==> src/serial_msg_map.vh <==
// Constants shared by the serial message host controller files
`ifndef SERIAL_MSG_MAP_VH
`define SERIAL_MSG_MAP_VH

// ======================================================================
// Framing characters
`define CH_DOLLAR      8'h24
`define CH_STAR        8'h2a
`define CH_CR          8'h0d
`define CH_LF          8'h0a
`define CH_X           8'h58

// ======================================================================
// Integrity modes
`define MODE_OFF       2'h0
`define MODE_CKSUM     2'h1
`define MODE_CRC       2'h2

// ======================================================================
// Integrity widths, start values and digit counts
`define CKSUM_INIT     8'h00
`define CRC_INIT       16'h0000
`define CKSUM_DIGITS   3'h2
`define CRC_DIGITS     3'h4

// ======================================================================
// Selection word layout
`define GRP_EXT_BIT    7
`define FLD_EXT_BIT    15
`define GRP_SEL_WIDTH  7
`define UNUSED_GRP_MASK 7'h68

`endif

==> src/integrity_calc.v <==
// Running 8-bit checksum and 16-bit CRC over a byte stream
`timescale 1ns/1ps
`default_nettype none
`include "serial_msg_map.vh"

module integrity_calc (
  input  wire        clk_i,
  input  wire        rst_i,
  input  wire        clr_i,
  input  wire        step_i,
  input  wire [7:0]  byte_i,
  output reg  [7:0]  cksum_o,
  output reg  [15:0] crc_o
);

  // ======================================================================
  // CRC byte step
  function [15:0] crc_step;
    input [15:0] crc_in;
    input [7:0]  data;
    reg   [15:0] c;
    begin
      c = {crc_in[7:0], crc_in[15:8]};        // Swap halves
      c = c ^ {8'h00, data};
      c = c ^ {12'h000, c[7:4]};              // Low byte shifted right by 4
      c = c ^ {c[3:0], 12'h000};              // Shift left by 12
      c = c ^ {3'h0, c[7:0], 5'h00};          // Low byte shifted left by 5
      crc_step = c;
    end
  endfunction

  // ======================================================================
  // Accumulators; clear wins so a new frame never inherits old bytes
  always @(posedge clk_i or posedge rst_i)
  begin
    if (rst_i)
    begin
      cksum_o <= `CKSUM_INIT;
      crc_o   <= `CRC_INIT;
    end
    else if (clr_i)
    begin
      cksum_o <= `CKSUM_INIT;
      crc_o   <= `CRC_INIT;
    end
    else if (step_i)
    begin
      cksum_o <= cksum_o ^ byte_i;
      crc_o   <= crc_step(crc_o, byte_i);
    end
  end

endmodule // integrity_calc
`default_nettype wire

==> src/select_word_check.v <==
// Checks a stream of group-select bytes and field-select words
`timescale 1ns/1ps
`default_nettype none
`include "serial_msg_map.vh"

module select_word_check (
  input  wire        clk_i,
  input  wire        rst_i,
  input  wire        valid_i,
  input  wire        first_i,
  input  wire        last_i,
  input  wire [15:0] data_i,
  output reg         done_o,
  output reg         ok_o,
  output reg  [13:0] groups_o
);

  reg        field_phase_r;
  reg  [1:0] grp_idx_r;
  reg        too_many_r;
  reg  [4:0] fld_groups_r;
  reg        fld_cont_r;
  reg        pend_r;

  // ======================================================================
  // Number of selected groups
  function [4:0] popcount;
    input [13:0] v;
    integer      i;
    begin
      popcount = 5'h00;
      for (i = 0; i < 14; i = i + 1)
        popcount = popcount + {4'h0, v[i]};
    end
  endfunction

  wire [1:0] idx     = first_i ? 2'h0 : grp_idx_r;
  wire       grp_now = first_i | ~field_phase_r;

  // ======================================================================
  // Parse items; verdict two cycles after the last item
  always @(posedge clk_i or posedge rst_i)
  begin
    if (rst_i)
    begin
      field_phase_r <= 1'b0;
      grp_idx_r     <= 2'h0;
      too_many_r    <= 1'b0;
      fld_groups_r  <= 5'h00;
      fld_cont_r    <= 1'b0;
      pend_r        <= 1'b0;
      done_o        <= 1'b0;
      ok_o          <= 1'b0;
      groups_o      <= 14'h0000;
    end
    else
    begin
      done_o <= pend_r;
      pend_r <= valid_i & last_i;
      if (pend_r)
        ok_o <= field_phase_r & ~fld_cont_r
                & (fld_groups_r == popcount(groups_o))
                & ((groups_o[6:0] & `UNUSED_GRP_MASK) == 7'h00)
                & (groups_o[13:7] == 7'h00)
                & ~too_many_r;
      if (valid_i && grp_now)
      begin
        if (first_i)
        begin
          groups_o     <= 14'h0000;
          too_many_r   <= 1'b0;
          fld_groups_r <= 5'h00;
          fld_cont_r   <= 1'b0;
        end
        if (idx == 2'h0)
          groups_o[6:0] <= data_i[`GRP_SEL_WIDTH-1:0];
        else if (idx == 2'h1)
          groups_o[13:7] <= data_i[`GRP_SEL_WIDTH-1:0];
        else
          too_many_r <= 1'b1;
        if (!data_i[`GRP_EXT_BIT])
          field_phase_r <= 1'b1;
        else
        begin
          field_phase_r <= 1'b0;
          grp_idx_r     <= (idx == 2'h3) ? idx : idx + 2'h1;
        end
      end
      else if (valid_i)
      begin
        fld_cont_r <= data_i[`FLD_EXT_BIT];
        if (!data_i[`FLD_EXT_BIT])
          fld_groups_r <= fld_groups_r + 5'h01;
      end
    end
  end

endmodule // select_word_check
`default_nettype wire

==> src/serial_msg_host.v <==
// Host controller: frames commands, checks replies, vets output selections
//
// Behaviour
// - Link messages carry 8-bit checksum, 16-bit CRC, or no integrity field.
// - Checksum is XOR of bytes between dollar and asterisk, both excluded.
// - Commas in the body enter the checksum like any other byte.
// - Checksum is sent as exactly two hex characters after the asterisk.
// - CRC option is CCITT CRC16 over the message bytes.
// - CRC starts at zero; swap halves, XOR byte, shifts by 4, 12 and 5.
// - CRC is sent as exactly four hex characters after the asterisk.
// - Group byte bits 0-6 select groups, bit 7 continues to next byte.
// - Group bytes end with a byte whose continuation flag is clear.
// - Host writes zero into selection bits of groups 4, 6 and 7.
// - Host never selects the reserved groups 8 to 14.
// - Each selected group, ascending, gets one or more field-select words.
// - Field word bits 0-14 select fields, bit 15 continues to next word.
// - A group's field words end on a clear flag; next group follows.
`timescale 1ns/1ps
`default_nettype none
`include "serial_msg_map.vh"

module serial_msg_host (
  input  wire        REF_CLK_I,
  input  wire        RST_I,
  input  wire [1:0]  MODE_I,
  input  wire        BYPASS_I,
  input  wire        TX_START_I,
  input  wire [7:0]  BODY_DATA_I,
  input  wire        BODY_VALID_I,
  input  wire        BODY_LAST_I,
  output reg         BODY_READY_O,
  output reg  [7:0]  TX_DATA_O,
  output reg         TX_VALID_O,
  input  wire        TX_READY_I,
  output reg         TX_BUSY_O,
  input  wire [7:0]  RX_DATA_I,
  input  wire        RX_VALID_I,
  output reg         RX_DONE_O,
  output reg         RX_OK_O,
  output reg         RX_BYPASS_O,
  input  wire        SEL_VALID_I,
  input  wire        SEL_FIRST_I,
  input  wire        SEL_LAST_I,
  input  wire [15:0] SEL_DATA_I,
  output wire        SEL_DONE_O,
  output wire        SEL_OK_O,
  output wire [13:0] SEL_GROUPS_O
);

  // ======================================================================
  // State codes
  localparam [2:0] T_IDLE   = 3'h0;
  localparam [2:0] T_DOLLAR = 3'h1;
  localparam [2:0] T_BODY   = 3'h2;
  localparam [2:0] T_STAR   = 3'h3;
  localparam [2:0] T_HEX    = 3'h4;
  localparam [2:0] T_CR     = 3'h5;
  localparam [2:0] T_LF     = 3'h6;

  localparam [1:0] R_HUNT   = 2'h0;
  localparam [1:0] R_BODY   = 2'h1;
  localparam [1:0] R_HEX    = 2'h2;
  localparam [1:0] R_CHECK  = 2'h3;

  reg  [2:0]  tx_state_r;
  reg  [1:0]  tx_mode_r;
  reg         tx_bypass_r;
  reg  [2:0]  digit_r;
  reg         tx_clr_r;
  reg         tx_step_r;
  reg  [7:0]  tx_byte_r;
  wire [7:0]  tx_cksum;
  wire [15:0] tx_crc;

  reg  [1:0]  rx_state_r;
  reg  [1:0]  rx_mode_r;
  reg  [2:0]  rx_cnt_r;
  reg  [15:0] rx_val_r;
  reg         rx_allx_r;
  reg         rx_bad_r;
  reg         rx_clr_r;
  reg         rx_step_r;
  reg  [7:0]  rx_byte_r;
  wire [7:0]  rx_cksum;
  wire [15:0] rx_crc;

  // ======================================================================
  // Hex helpers, uppercase on transmit
  function [7:0] hex_char;
    input [3:0] nib;
    begin
      if (nib < 4'ha)
        hex_char = {4'h0, nib} + 8'h30;
      else
        hex_char = {4'h0, nib} + 8'h37;
    end
  endfunction

  function [4:0] hex_val;   // {valid, nibble}
    input [7:0] ch;
    begin
      if (ch >= 8'h30 && ch <= 8'h39)
        hex_val = {1'b1, ch[3:0]};
      else if ((ch >= 8'h41 && ch <= 8'h46) || (ch >= 8'h61 && ch <= 8'h66))
        hex_val = {1'b1, ch[3:0] + 4'h9};
      else
        hex_val = 5'h00;
    end
  endfunction

  function [2:0] digits;
    input [1:0] mode;
    begin
      digits = (mode == `MODE_CRC) ? `CRC_DIGITS : `CKSUM_DIGITS;
    end
  endfunction

  // ======================================================================
  // Integrity engines for each direction
  integrity_calc u_tx_calc (
    .clk_i   (REF_CLK_I),
    .rst_i   (RST_I),
    .clr_i   (tx_clr_r),
    .step_i  (tx_step_r),
    .byte_i  (tx_byte_r),
    .cksum_o (tx_cksum),
    .crc_o   (tx_crc)
  );

  integrity_calc u_rx_calc (
    .clk_i   (REF_CLK_I),
    .rst_i   (RST_I),
    .clr_i   (rx_clr_r),
    .step_i  (rx_step_r),
    .byte_i  (rx_byte_r),
    .cksum_o (rx_cksum),
    .crc_o   (rx_crc)
  );

  // ======================================================================
  // Selection checker; a refused config would draw an invalid-parameter reply
  select_word_check u_sel (
    .clk_i    (REF_CLK_I),
    .rst_i    (RST_I),
    .valid_i  (SEL_VALID_I),
    .first_i  (SEL_FIRST_I),
    .last_i   (SEL_LAST_I),
    .data_i   (SEL_DATA_I),
    .done_o   (SEL_DONE_O),
    .ok_o     (SEL_OK_O),
    .groups_o (SEL_GROUPS_O)
  );

  wire        slot_free = ~TX_VALID_O | TX_READY_I;
  wire [15:0] tx_value  = (tx_mode_r == `MODE_CRC) ? tx_crc : {8'h00, tx_cksum};
  wire [3:0]  tx_nib    = tx_value[{digit_r[1:0], 2'b00} +: 4];

  // ======================================================================
  // Transmit framer: dollar, body, asterisk and digits unless mode is off, CR LF
  always @(posedge REF_CLK_I or posedge RST_I)
  begin
    if (RST_I)
    begin
      tx_state_r   <= T_IDLE;
      tx_mode_r    <= `MODE_OFF;
      tx_bypass_r  <= 1'b0;
      digit_r      <= 3'h0;
      tx_clr_r     <= 1'b0;
      tx_step_r    <= 1'b0;
      tx_byte_r    <= 8'h00;
      BODY_READY_O <= 1'b0;
      TX_DATA_O    <= 8'h00;
      TX_VALID_O   <= 1'b0;
      TX_BUSY_O    <= 1'b0;
    end
    else
    begin
      tx_clr_r  <= 1'b0;
      tx_step_r <= 1'b0;
      if (TX_VALID_O && TX_READY_I)
        TX_VALID_O <= 1'b0;
      TX_BUSY_O <= (tx_state_r != T_IDLE) | TX_VALID_O;
      case (tx_state_r)
        T_IDLE:
        begin
          if (TX_START_I)
          begin
            tx_mode_r   <= MODE_I;
            tx_bypass_r <= BYPASS_I;
            tx_clr_r    <= 1'b1;
            TX_BUSY_O   <= 1'b1;
            tx_state_r  <= T_DOLLAR;
          end
        end
        T_DOLLAR:
        begin
          if (slot_free)
          begin
            TX_DATA_O  <= `CH_DOLLAR;              // Not summed
            TX_VALID_O <= 1'b1;
            tx_state_r <= T_BODY;
          end
        end
        T_BODY:
        begin
          if (BODY_READY_O && BODY_VALID_I)
          begin
            TX_DATA_O    <= BODY_DATA_I;
            TX_VALID_O   <= 1'b1;
            BODY_READY_O <= 1'b0;
            tx_byte_r    <= BODY_DATA_I;
            tx_step_r    <= 1'b1;                  // Commas included
            if (BODY_LAST_I)
              tx_state_r <= T_STAR;
          end
          else if (slot_free)
            BODY_READY_O <= 1'b1;
        end
        T_STAR:
        begin
          if (slot_free)
          begin
            TX_VALID_O <= 1'b1;
            if (tx_mode_r == `MODE_OFF)
            begin
              TX_DATA_O  <= `CH_CR;                // No field at all
              tx_state_r <= T_LF;
            end
            else
            begin
              TX_DATA_O  <= `CH_STAR;
              digit_r    <= digits(tx_mode_r) - 3'h1;
              tx_state_r <= T_HEX;
            end
          end
        end
        T_HEX:
        begin
          if (slot_free)
          begin
            TX_VALID_O <= 1'b1;
            TX_DATA_O  <= tx_bypass_r ? `CH_X : hex_char(tx_nib);
            digit_r    <= digit_r - 3'h1;
            if (digit_r == 3'h0)
              tx_state_r <= T_CR;
          end
        end
        T_CR:
        begin
          if (slot_free)
          begin
            TX_DATA_O  <= `CH_CR;
            TX_VALID_O <= 1'b1;
            tx_state_r <= T_LF;
          end
        end
        T_LF:
        begin
          if (slot_free)
          begin
            TX_DATA_O  <= `CH_LF;
            TX_VALID_O <= 1'b1;
            tx_state_r <= T_IDLE;
          end
        end
        default:
          tx_state_r <= T_IDLE;
      endcase
    end
  end

  wire [4:0]  rx_hex    = hex_val(RX_DATA_I);
  wire [15:0] rx_expect = (rx_mode_r == `MODE_CRC) ? rx_crc : {8'h00, rx_cksum};
  wire        rx_term   = (RX_DATA_I == `CH_CR) | (RX_DATA_I == `CH_LF);

  // ======================================================================
  // Receive checker; a stray dollar in the body restarts, so a torn reply is dropped
  always @(posedge REF_CLK_I or posedge RST_I)
  begin
    if (RST_I)
    begin
      rx_state_r  <= R_HUNT;
      rx_mode_r   <= `MODE_OFF;
      rx_cnt_r    <= 3'h0;
      rx_val_r    <= 16'h0000;
      rx_allx_r   <= 1'b0;
      rx_bad_r    <= 1'b0;
      rx_clr_r    <= 1'b0;
      rx_step_r   <= 1'b0;
      rx_byte_r   <= 8'h00;
      RX_DONE_O   <= 1'b0;
      RX_OK_O     <= 1'b0;
      RX_BYPASS_O <= 1'b0;
    end
    else
    begin
      rx_clr_r  <= 1'b0;
      rx_step_r <= 1'b0;
      RX_DONE_O <= 1'b0;
      case (rx_state_r)
        R_HUNT:
        begin
          if (RX_VALID_I && RX_DATA_I == `CH_DOLLAR)
          begin
            rx_clr_r   <= 1'b1;
            rx_mode_r  <= MODE_I;
            rx_state_r <= R_BODY;
          end
        end
        R_BODY:
        begin
          if (RX_VALID_I)
          begin
            if (RX_DATA_I == `CH_DOLLAR)
              rx_clr_r <= 1'b1;
            else if (RX_DATA_I == `CH_STAR || rx_term)
            begin
              if (rx_mode_r == `MODE_OFF)
              begin
                RX_DONE_O   <= 1'b1;               // Unchecked
                RX_OK_O     <= 1'b1;
                RX_BYPASS_O <= 1'b0;
                rx_state_r  <= R_HUNT;
              end
              else if (rx_term)
              begin
                RX_DONE_O   <= 1'b1;               // Field missing
                RX_OK_O     <= 1'b0;
                RX_BYPASS_O <= 1'b0;
                rx_state_r  <= R_HUNT;
              end
              else
              begin
                rx_cnt_r   <= 3'h0;
                rx_val_r   <= 16'h0000;
                rx_allx_r  <= 1'b1;
                rx_bad_r   <= 1'b0;
                rx_state_r <= R_HEX;
              end
            end
            else
            begin
              rx_byte_r <= RX_DATA_I;
              rx_step_r <= 1'b1;
            end
          end
        end
        R_HEX:
        begin
          if (RX_VALID_I)
          begin
            if (RX_DATA_I != `CH_X)
            begin
              rx_allx_r <= 1'b0;
              if (!rx_hex[4])
                rx_bad_r <= 1'b1;
            end
            rx_val_r <= {rx_val_r[11:0], rx_hex[3:0]};
            rx_cnt_r <= rx_cnt_r + 3'h1;
            if (rx_cnt_r == digits(rx_mode_r) - 3'h1)
              rx_state_r <= R_CHECK;
          end
        end
        R_CHECK:
        begin
          RX_DONE_O   <= 1'b1;
          RX_BYPASS_O <= rx_allx_r;
          RX_OK_O     <= rx_allx_r | (~rx_bad_r & (rx_val_r == rx_expect));
          rx_state_r  <= R_HUNT;
        end
        default:
          rx_state_r <= R_HUNT;
      endcase
    end
  end

endmodule // serial_msg_host
`default_nettype wire

==> config.mk <==
export PLATFORM = sky130hd
export DESIGN_NAME = serial_msg_host
export DESIGN_NICKNAME = d
export VERILOG_FILES = /design/src/integrity_calc.v /design/src/select_word_check.v /design/src/serial_msg_host.v
export VERILOG_INCLUDE_DIRS = /design/src
export SDC_FILE = /design/constraint.sdc
export NUM_CORES = 1
export LEC_CHECK = 0
export BUFFER_PORTS_ARGS = -buffer_cell sky130_fd_sc_hd__buf_2
export CAP_MARGIN = 20
export CORE_UTILIZATION = 40
export CTS_CLUSTER_SIZE = 12
export DETAILED_ROUTE_END_ITERATION = 6
export GPL_TIMING_DRIVEN = 0
export MAX_ROUTING_LAYER = met4
export PLACE_DENSITY = 0.69
export SETUP_SLACK_MARGIN = 0.5
export SYNTH_ARGS = -nofsm -noshare
export SYNTH_HDL_FRONTEND = slang
export SYNTH_SLANG_ARGS = --single-unit
==> constraint.sdc <==
create_clock -name REF_CLK_I -period 12.6 [get_ports REF_CLK_I]
set_input_delay 0 -clock REF_CLK_I [delete_from_list [all_inputs] [get_ports REF_CLK_I]]
set_output_delay 0 -clock REF_CLK_I [all_outputs]
set_load 0.05 [all_outputs]
# [Word level (Yosys, flattened, before mapping)]
# Cells that the tools add are included.
[totals] wordCells=318 regBits=143 out_inout_bits=30 input_bits=45
[classes] n_mux=133 magnitude_cmp=7 bitwise_logic=29 shifts=1 n_reduce_logical=45 n_eq_ne=44 n_addsub=22
[op_table] op="$mux 16" n=12
[op_table] op="$mux 8" n=11
[op_table] op="$add 5x1->5" n=12
[op_table] op="$mux 3" n=20
[op_table] op="$mux 1" n=54
[op_table] op="$pmux 8 s6" n=1
[op_table] op="$ne 2x2->1 const B" n=21
[op_table] op="$pmux 16 s2" n=1
[op_table] op="$xor 16x13->16" n=2
[op_table] op="$xor 16x16->16" n=2
[op_table] op="$xor 16x4->16" n=2
[op_table] op="$xor 16x8->16" n=2
[op_table] op="$mux 5" n=6
[op_table] op="$mux 7" n=4
[op_table] op="$mux 2" n=11
[op_table] op="$pmux 3 s7" n=1
[op_table] op="$reduce_and 9->1" n=2
[op_table] op="$eq 16x16->1" n=1
[op_table] op="$eq 8x4->1 const B" n=2
[op_table] op="$eq 8x6->1 const B" n=2
[op_table] op="$ge 8x7->1 const B" n=2
[op_table] op="$le 8x7->1 const B" n=2
[op_table] op="$reduce_bool 2->1" n=8
[op_table] op="$shiftx 16x5->4" n=1
[op_table] op="other kinds (44)" n=99

# [Logic depth before layout (Yosys ltp)]
[depth] word_depth=18 depth_mapped=16 ltp_nobuf=16

# [Hierarchy]
# From an unflattened synthesis, not the netlist that was laid out.
[hier_totals] hier_cells=796 area_unflattened_um2=8162.8
[by_module_without_submodules] mod="serial_msg_host" instances=1 area_per_inst_um2=3863.7 cells_each=427
[by_module_without_submodules] mod="integrity_calc" instances=2 area_per_inst_um2=1388.8 cells_each=113
[by_module_without_submodules] mod="select_word_check" instances=1 area_per_inst_um2=1521.5 cells_each=143

# [Least setup slack after synthesis]
# Ideal clock, no wire load.
[synth_timing] path_kind="reg-to-reg" from="reg u_sel.groups_o[0]" to="reg u_sel.ok_o" path_stages_with_launch=17 slack_ns=8.155 n_path_buf=0 arrival_ns=4.369 setup_time_ns=0.076 path_cell_list="dfrtp_1 > ha_1 > inv_1 > fa_1 > inv_1 > fa_1 > inv_1 > fa_1 > fa_1 > inv_1 > fa_1 > fa_1 > xnor2_1 > xnor2_1 > nor4_1 > o2111ai_1 > o21ai_1"
[synth_via] elab_chain_len=18
[synth_lines] item="from (decl)" line="select_word_check.v:15" source="output reg [13:0] groups_o"
[synth_lines] item="from (signal assigned)" line="select_word_check.v:76" source="groups_o[6:0] <= data_i[`GRP_SEL_WIDTH-1:0];"
[synth_lines] item="$add 1x1->2" line="select_word_check.v:33" source="popcount = popcount + {4'h0, v[i]};"
[synth_lines] item="$add 5x1->5 (12 in series)" line="select_word_check.v:33"
[synth_lines] item="$eq 5x5->1" line="select_word_check.v:62" source="& (fld_groups_r == popcount(groups_o))"
[synth_lines] item="$and 1x1->1" line="select_word_check.v:62"
[synth_lines] item="$and 1x1->1 (3 in series)" line="select_word_check.v:61" source="ok_o <= field_phase_r & ~fld_cont_r"
[synth_lines] item="to (signal assigned)" line="select_word_check.v:61"
[synth_lines] item="to (decl)" line="select_word_check.v:14" source="output reg ok_o,"
# No other way between the ends.
# A chain may end at the register's enable or synchronous reset.

# [Worst setup path in the final report]
# Same ends and word-level chain as after synthesis.

==> flow_metrics.py <==
metrics = {
    "setup_path": {
        "worstSetupEndpointType": "flop",
        "critical-path-top-cell-by-count": "sky130_fd_sc_hd__fa_1",
        "worstPathRequired_ps": 12950,
        "crit_arrival_ps": 4840,
        "cp_cell_sequence": "ha_1, inv_1, fa_1, inv_1, fa_1, inv_1, fa_1, fa_1, inv_1, fa_1, fa_1, xnor2_1, xnor2_1, nor4_1, o2111ai_1, o21ai_1",
        "setup.worst_path.start_class": "flop",
        "cpLargestDelayFamily": "adder cells",
        "max_stage_delay_ps": 490,
        "cp.buffers_inverters": 4,
        "cp_max_fo": 3,
        "path_class": "flop to flop",
        "library_cell_contributing_the_largest_single_delay_on_the_critical_path": "sky130_fd_sc_hd__fa_1",
    },
    "synth": {
        "mappedNetlistArea_um2": 7760,
        "synthesis.yosys.warnings": 0,
        "ys_seq_elements": 143,
        "synth_sequential_area_ratio": 0.461,
        "postSynthCellCount": 781,
        "postSynthNetCount": 849,
        "synth_edf_count": 0,
        "synth_async_sr_flop_share": 1.00,
        "synth_area_per_cell_um2": 9.94,
        "synthFlopType": "sky130_fd_sc_hd__dfrtp_1",
        "post_synth_num_cell_types": 67,
    },
    "run": {
        "max_cap_viol_count": 0,
    },
    "power_and_ir_drop": {
        "total_leakage_power_nw": 4.19,
        "worst_ir_drop_vdd_mv": 0.109,
        "power.density_nw_per_um2": 238,
        "totalPowerFinal_w": 0.00226,
    },
    "route": {
        "first_iter_violations": 405,
        "drtAntennaViolNets": 0,
        "post_drt_via_cell_ratio": 5.14,
        "drt_pre_antenna_iters": 6,
        "post_drt_wl_per_cell_um": 15.5,
        "vias": 6048,
        "drcViolationCount": 0,
        "route.final.wire_length_um": 18200,
    },
    "cells_and_area": {
        "antenna-diode-count": 0,
        "layout.nets": 973,
        "layout-area-overhead-vs-synth_pct": 22.0,
        "drive_above_1_share": 0.154,
        "layout.cells.non_filler": 1177,
    },
    "global_routing": {
        "grt_start_max_net_pins": 100,
        "grt_pass1_wl_um": 30900,
        "grt_usage": 0.203,
        "grt_pass1_vias": 6127,
        "grt_remaining_overflow": 0,
        "initial_antenna_violation_count": 0,
    },
    "clock_network": {
        "htree_num_levels": 4,
        "clk_pin_slew_ps": 60,
        "cts_root_buf": "sky130_fd_sc_hd__clkbuf_16",
        "cts_inserted_buffers": 17,
        "cts_post_setup_buffers_inserted": 0,
        "cts_max_path_buffers": 2,
        "tritoncts": "built",
        "clock_sinks": 143,
        "insertion_delay_to_the_later_sink_of_the_worst_skew_pair_ps": 430,
    },
    "timing": {
        "max_slew_vio_count": 0,
        "max_fclk_mhz": 223,
        "number_of_setup_violations_in_the_final_report": 0,
        "worst_slew_pin_slew_ps": 878,
        "hold_viol_final": 0,
        "final.setup.tns_ps": 0,
        "rsz_0062_raised_after_global_routing": "no",
        "timing.max_slew.rel_slack": 0.412,
        "final.hold.worst_slack_ps": 142,
        "clock_skew_ps": 12.8,
        "fin_crit_sh": 0.356,
        "fin_crit_ps": 4480,
    },
    "place": {
        "placement.io_buffers": 66,
        "post-place-cells": 1108,
        "gp_congestion": 0.907,
        "place_hpwl_um": 13000,
    },
    "status": {
        "run_status": "completed",
    },
    "die": {
        "die_w_um": 141,
        "num_rows": 50,
        "core-area_um2": 18900,
        "fp.dieH_um": 141,
        "die_area_um2": 20000,
        "start_util": 0.411,
        "io_pins": 75,
    },
    "worst_hold_path": {
        "hp-class": "input pin to async pin",
    },
}
final timing paths:
check	start	end	slack [ps]	cells after the start
worst max-delay path	u_sel.groups_o[0]	u_sel.ok_o	8120	16
worst min-delay path	RST_I	RX_BYPASS_O	140	3
worst max register to register	u_sel.groups_o[0]	u_sel.ok_o	8120	16
worst min register to register	u_sel.pend_r	u_sel.done_o	480	0
max in group asynchronous	RST_I	u_tx_calc.crc_o[9]	11640	4
min in group REF_CLK_I	BODY_LAST_I	tx_state_r[0]	220	5
cell usage in the layout (no fill, tap or decap), types with 5 or more instances in the layout:
cell                              n
sky130_fd_sc_hd__nor3_1           7
sky130_fd_sc_hd__xnor2_1         58
sky130_fd_sc_hd__nor2_1          91
sky130_fd_sc_hd__mux2_1           8
sky130_fd_sc_hd__dfrtp_1        143
sky130_fd_sc_hd__buf_2           70
sky130_fd_sc_hd__nand3_1          9
sky130_fd_sc_hd__nor2b_1          8
sky130_fd_sc_hd__a211oi_1        17
sky130_fd_sc_hd__o21ai_0         31
sky130_fd_sc_hd__o22ai_1          6
sky130_fd_sc_hd__mux2i_1         39
sky130_fd_sc_hd__nand2b_1        12
sky130_fd_sc_hd__a21oi_1         20
sky130_fd_sc_hd__mux2_4           5
sky130_fd_sc_hd__o21ai_1         27
sky130_fd_sc_hd__nand2_1         89
sky130_fd_sc_hd__dlygate4sd3_1   38
sky130_fd_sc_hd__fa_1             8
sky130_fd_sc_hd__ha_1            15
sky130_fd_sc_hd__inv_1           25
sky130_fd_sc_hd__clkbuf_1        18
sky130_fd_sc_hd__nand4_1          5
sky130_fd_sc_hd__mux2_2          17
sky130_fd_sc_hd__xor2_1          26
sky130_fd_sc_hd__a31oi_1          8
sky130_fd_sc_hd__clkbuf_16       17
state kept, by name, summed over array words and instances (netlist names), 5 cells and up, named ones only:
name and cells:
u_tx_calc.cksum_o 8, rx_byte_r 8, rx_val_r 16, u_rx_calc.cksum_o 8, u_rx_calc.crc_o 16, u_sel.groups_o 14
TX_DATA_O 8, u_tx_calc.crc_o 16, tx_byte_r 8, u_sel.fld_groups_r 5
kinds of logic (layout without fill, tap and decap cells):
| logic type | after synthesis | in the layout | share of synthesized area |
|---|---|---|---|
| buf+inv | 59 | 195 | 0.0322 |
| flops | 143 | 143 | 0.461 |
| mux | 69 | 69 | 0.0962 |
| xor+xnor | 84 | 84 | 0.0948 |
| compound gates | 141 | 141 | 0.113 |
| fa+ha+maj | 23 | 23 | 0.0448 |
| simple gates | 262 | 262 | 0.158 |
stage by stage:
step / area [um2] / setup slack (ps) / util
2_1_floorplan: 7760 / 8150 / -
3_3_place_gp: 8420 / 7020 / 0.446
3_5_place_dp: 8450 / 8150 / 0.447
4_1_cts: 9470 / 8100 / 0.501
5_1_grt: 9470 / 7920 / 0.501
6_report: 9470 / 8120 / 0.501
cells in the mapped netlist (9+ instances only):
| cell | count | area (um2) |
|---|---|---|
| sky130_fd_sc_hd__nor2_1 | 91 | 342 |
| sky130_fd_sc_hd__xor2_1 | 26 | 228 |
| sky130_fd_sc_hd__a211oi_1 | 17 | 128 |
| sky130_fd_sc_hd__dfrtp_1 | 143 | 3580 |
| sky130_fd_sc_hd__mux2_2 | 17 | 191 |
| sky130_fd_sc_hd__xnor2_1 | 58 | 508 |
| sky130_fd_sc_hd__inv_1 | 26 | 97.6 |
| sky130_fd_sc_hd__a21oi_1 | 20 | 100 |
| sky130_fd_sc_hd__ha_1 | 15 | 188 |
| sky130_fd_sc_hd__nand3_1 | 9 | 45.0 |
| sky130_fd_sc_hd__o21ai_1 | 27 | 135 |
| sky130_fd_sc_hd__nand2b_1 | 12 | 75.1 |
| sky130_fd_sc_hd__clkbuf_1 | 18 | 67.6 |
| sky130_fd_sc_hd__o21ai_0 | 31 | 155 |
| sky130_fd_sc_hd__mux2i_1 | 39 | 390 |
| sky130_fd_sc_hd__nand2_1 | 89 | 334 |
power breakdown:
group          internal [W]  total, W  leakage [nW]  switching (W)
clock              0.000342  0.000542         0.306       0.000199
combinational      0.000440  0.000990          2.04       0.000550
sequential         0.000588  0.000726          1.84       0.000139
total               0.00137   0.00226          4.19       0.000888
worst register-to-register path, cell delays in order (launching register included):
cell and delay [ps]:
sky130_fd_sc_hd__dfrtp_1 400, sky130_fd_sc_hd__ha_1 280, sky130_fd_sc_hd__inv_1 40, sky130_fd_sc_hd__fa_1 470
sky130_fd_sc_hd__inv_1 50, sky130_fd_sc_hd__fa_1 480, sky130_fd_sc_hd__inv_1 50, sky130_fd_sc_hd__fa_1 450
sky130_fd_sc_hd__fa_1 490, sky130_fd_sc_hd__inv_1 50, sky130_fd_sc_hd__fa_1 410, sky130_fd_sc_hd__fa_1 410
sky130_fd_sc_hd__xnor2_1 150, sky130_fd_sc_hd__xnor2_1 130, sky130_fd_sc_hd__nor4_1 280, sky130_fd_sc_hd__o2111ai_1 160
sky130_fd_sc_hd__o21ai_1 110
what timing repair did:
item / 4_1_cts / 5_1_grt
endpoints found under the hold margin: 94 / 0
hold buffers: 38 / 0
gates resized for setup: 0 / 0
cell type report:
cell class                      count  area [um2]
Buffer                             31         145
Clock buffer                       19         453
Clock inverter                     12         184
Fill cell                        1750        9430
Inverter                           28         110
Multi-Input combinational cell    579        3930
Sequential cell                   143        3580
Tap cell                          260         325
Timing Repair Buffer              105         738
layer usage:
layer	up-vias	global-route usage	routed length [um]
met5	-	-	0
met4	0	0.0629	241
met3	19	0.0493	790
met2	133	0.314	8550
met1	2959	0.264	8650
li1	2937	-	-
Note: power is estimated with default switching activity, not from simulation.
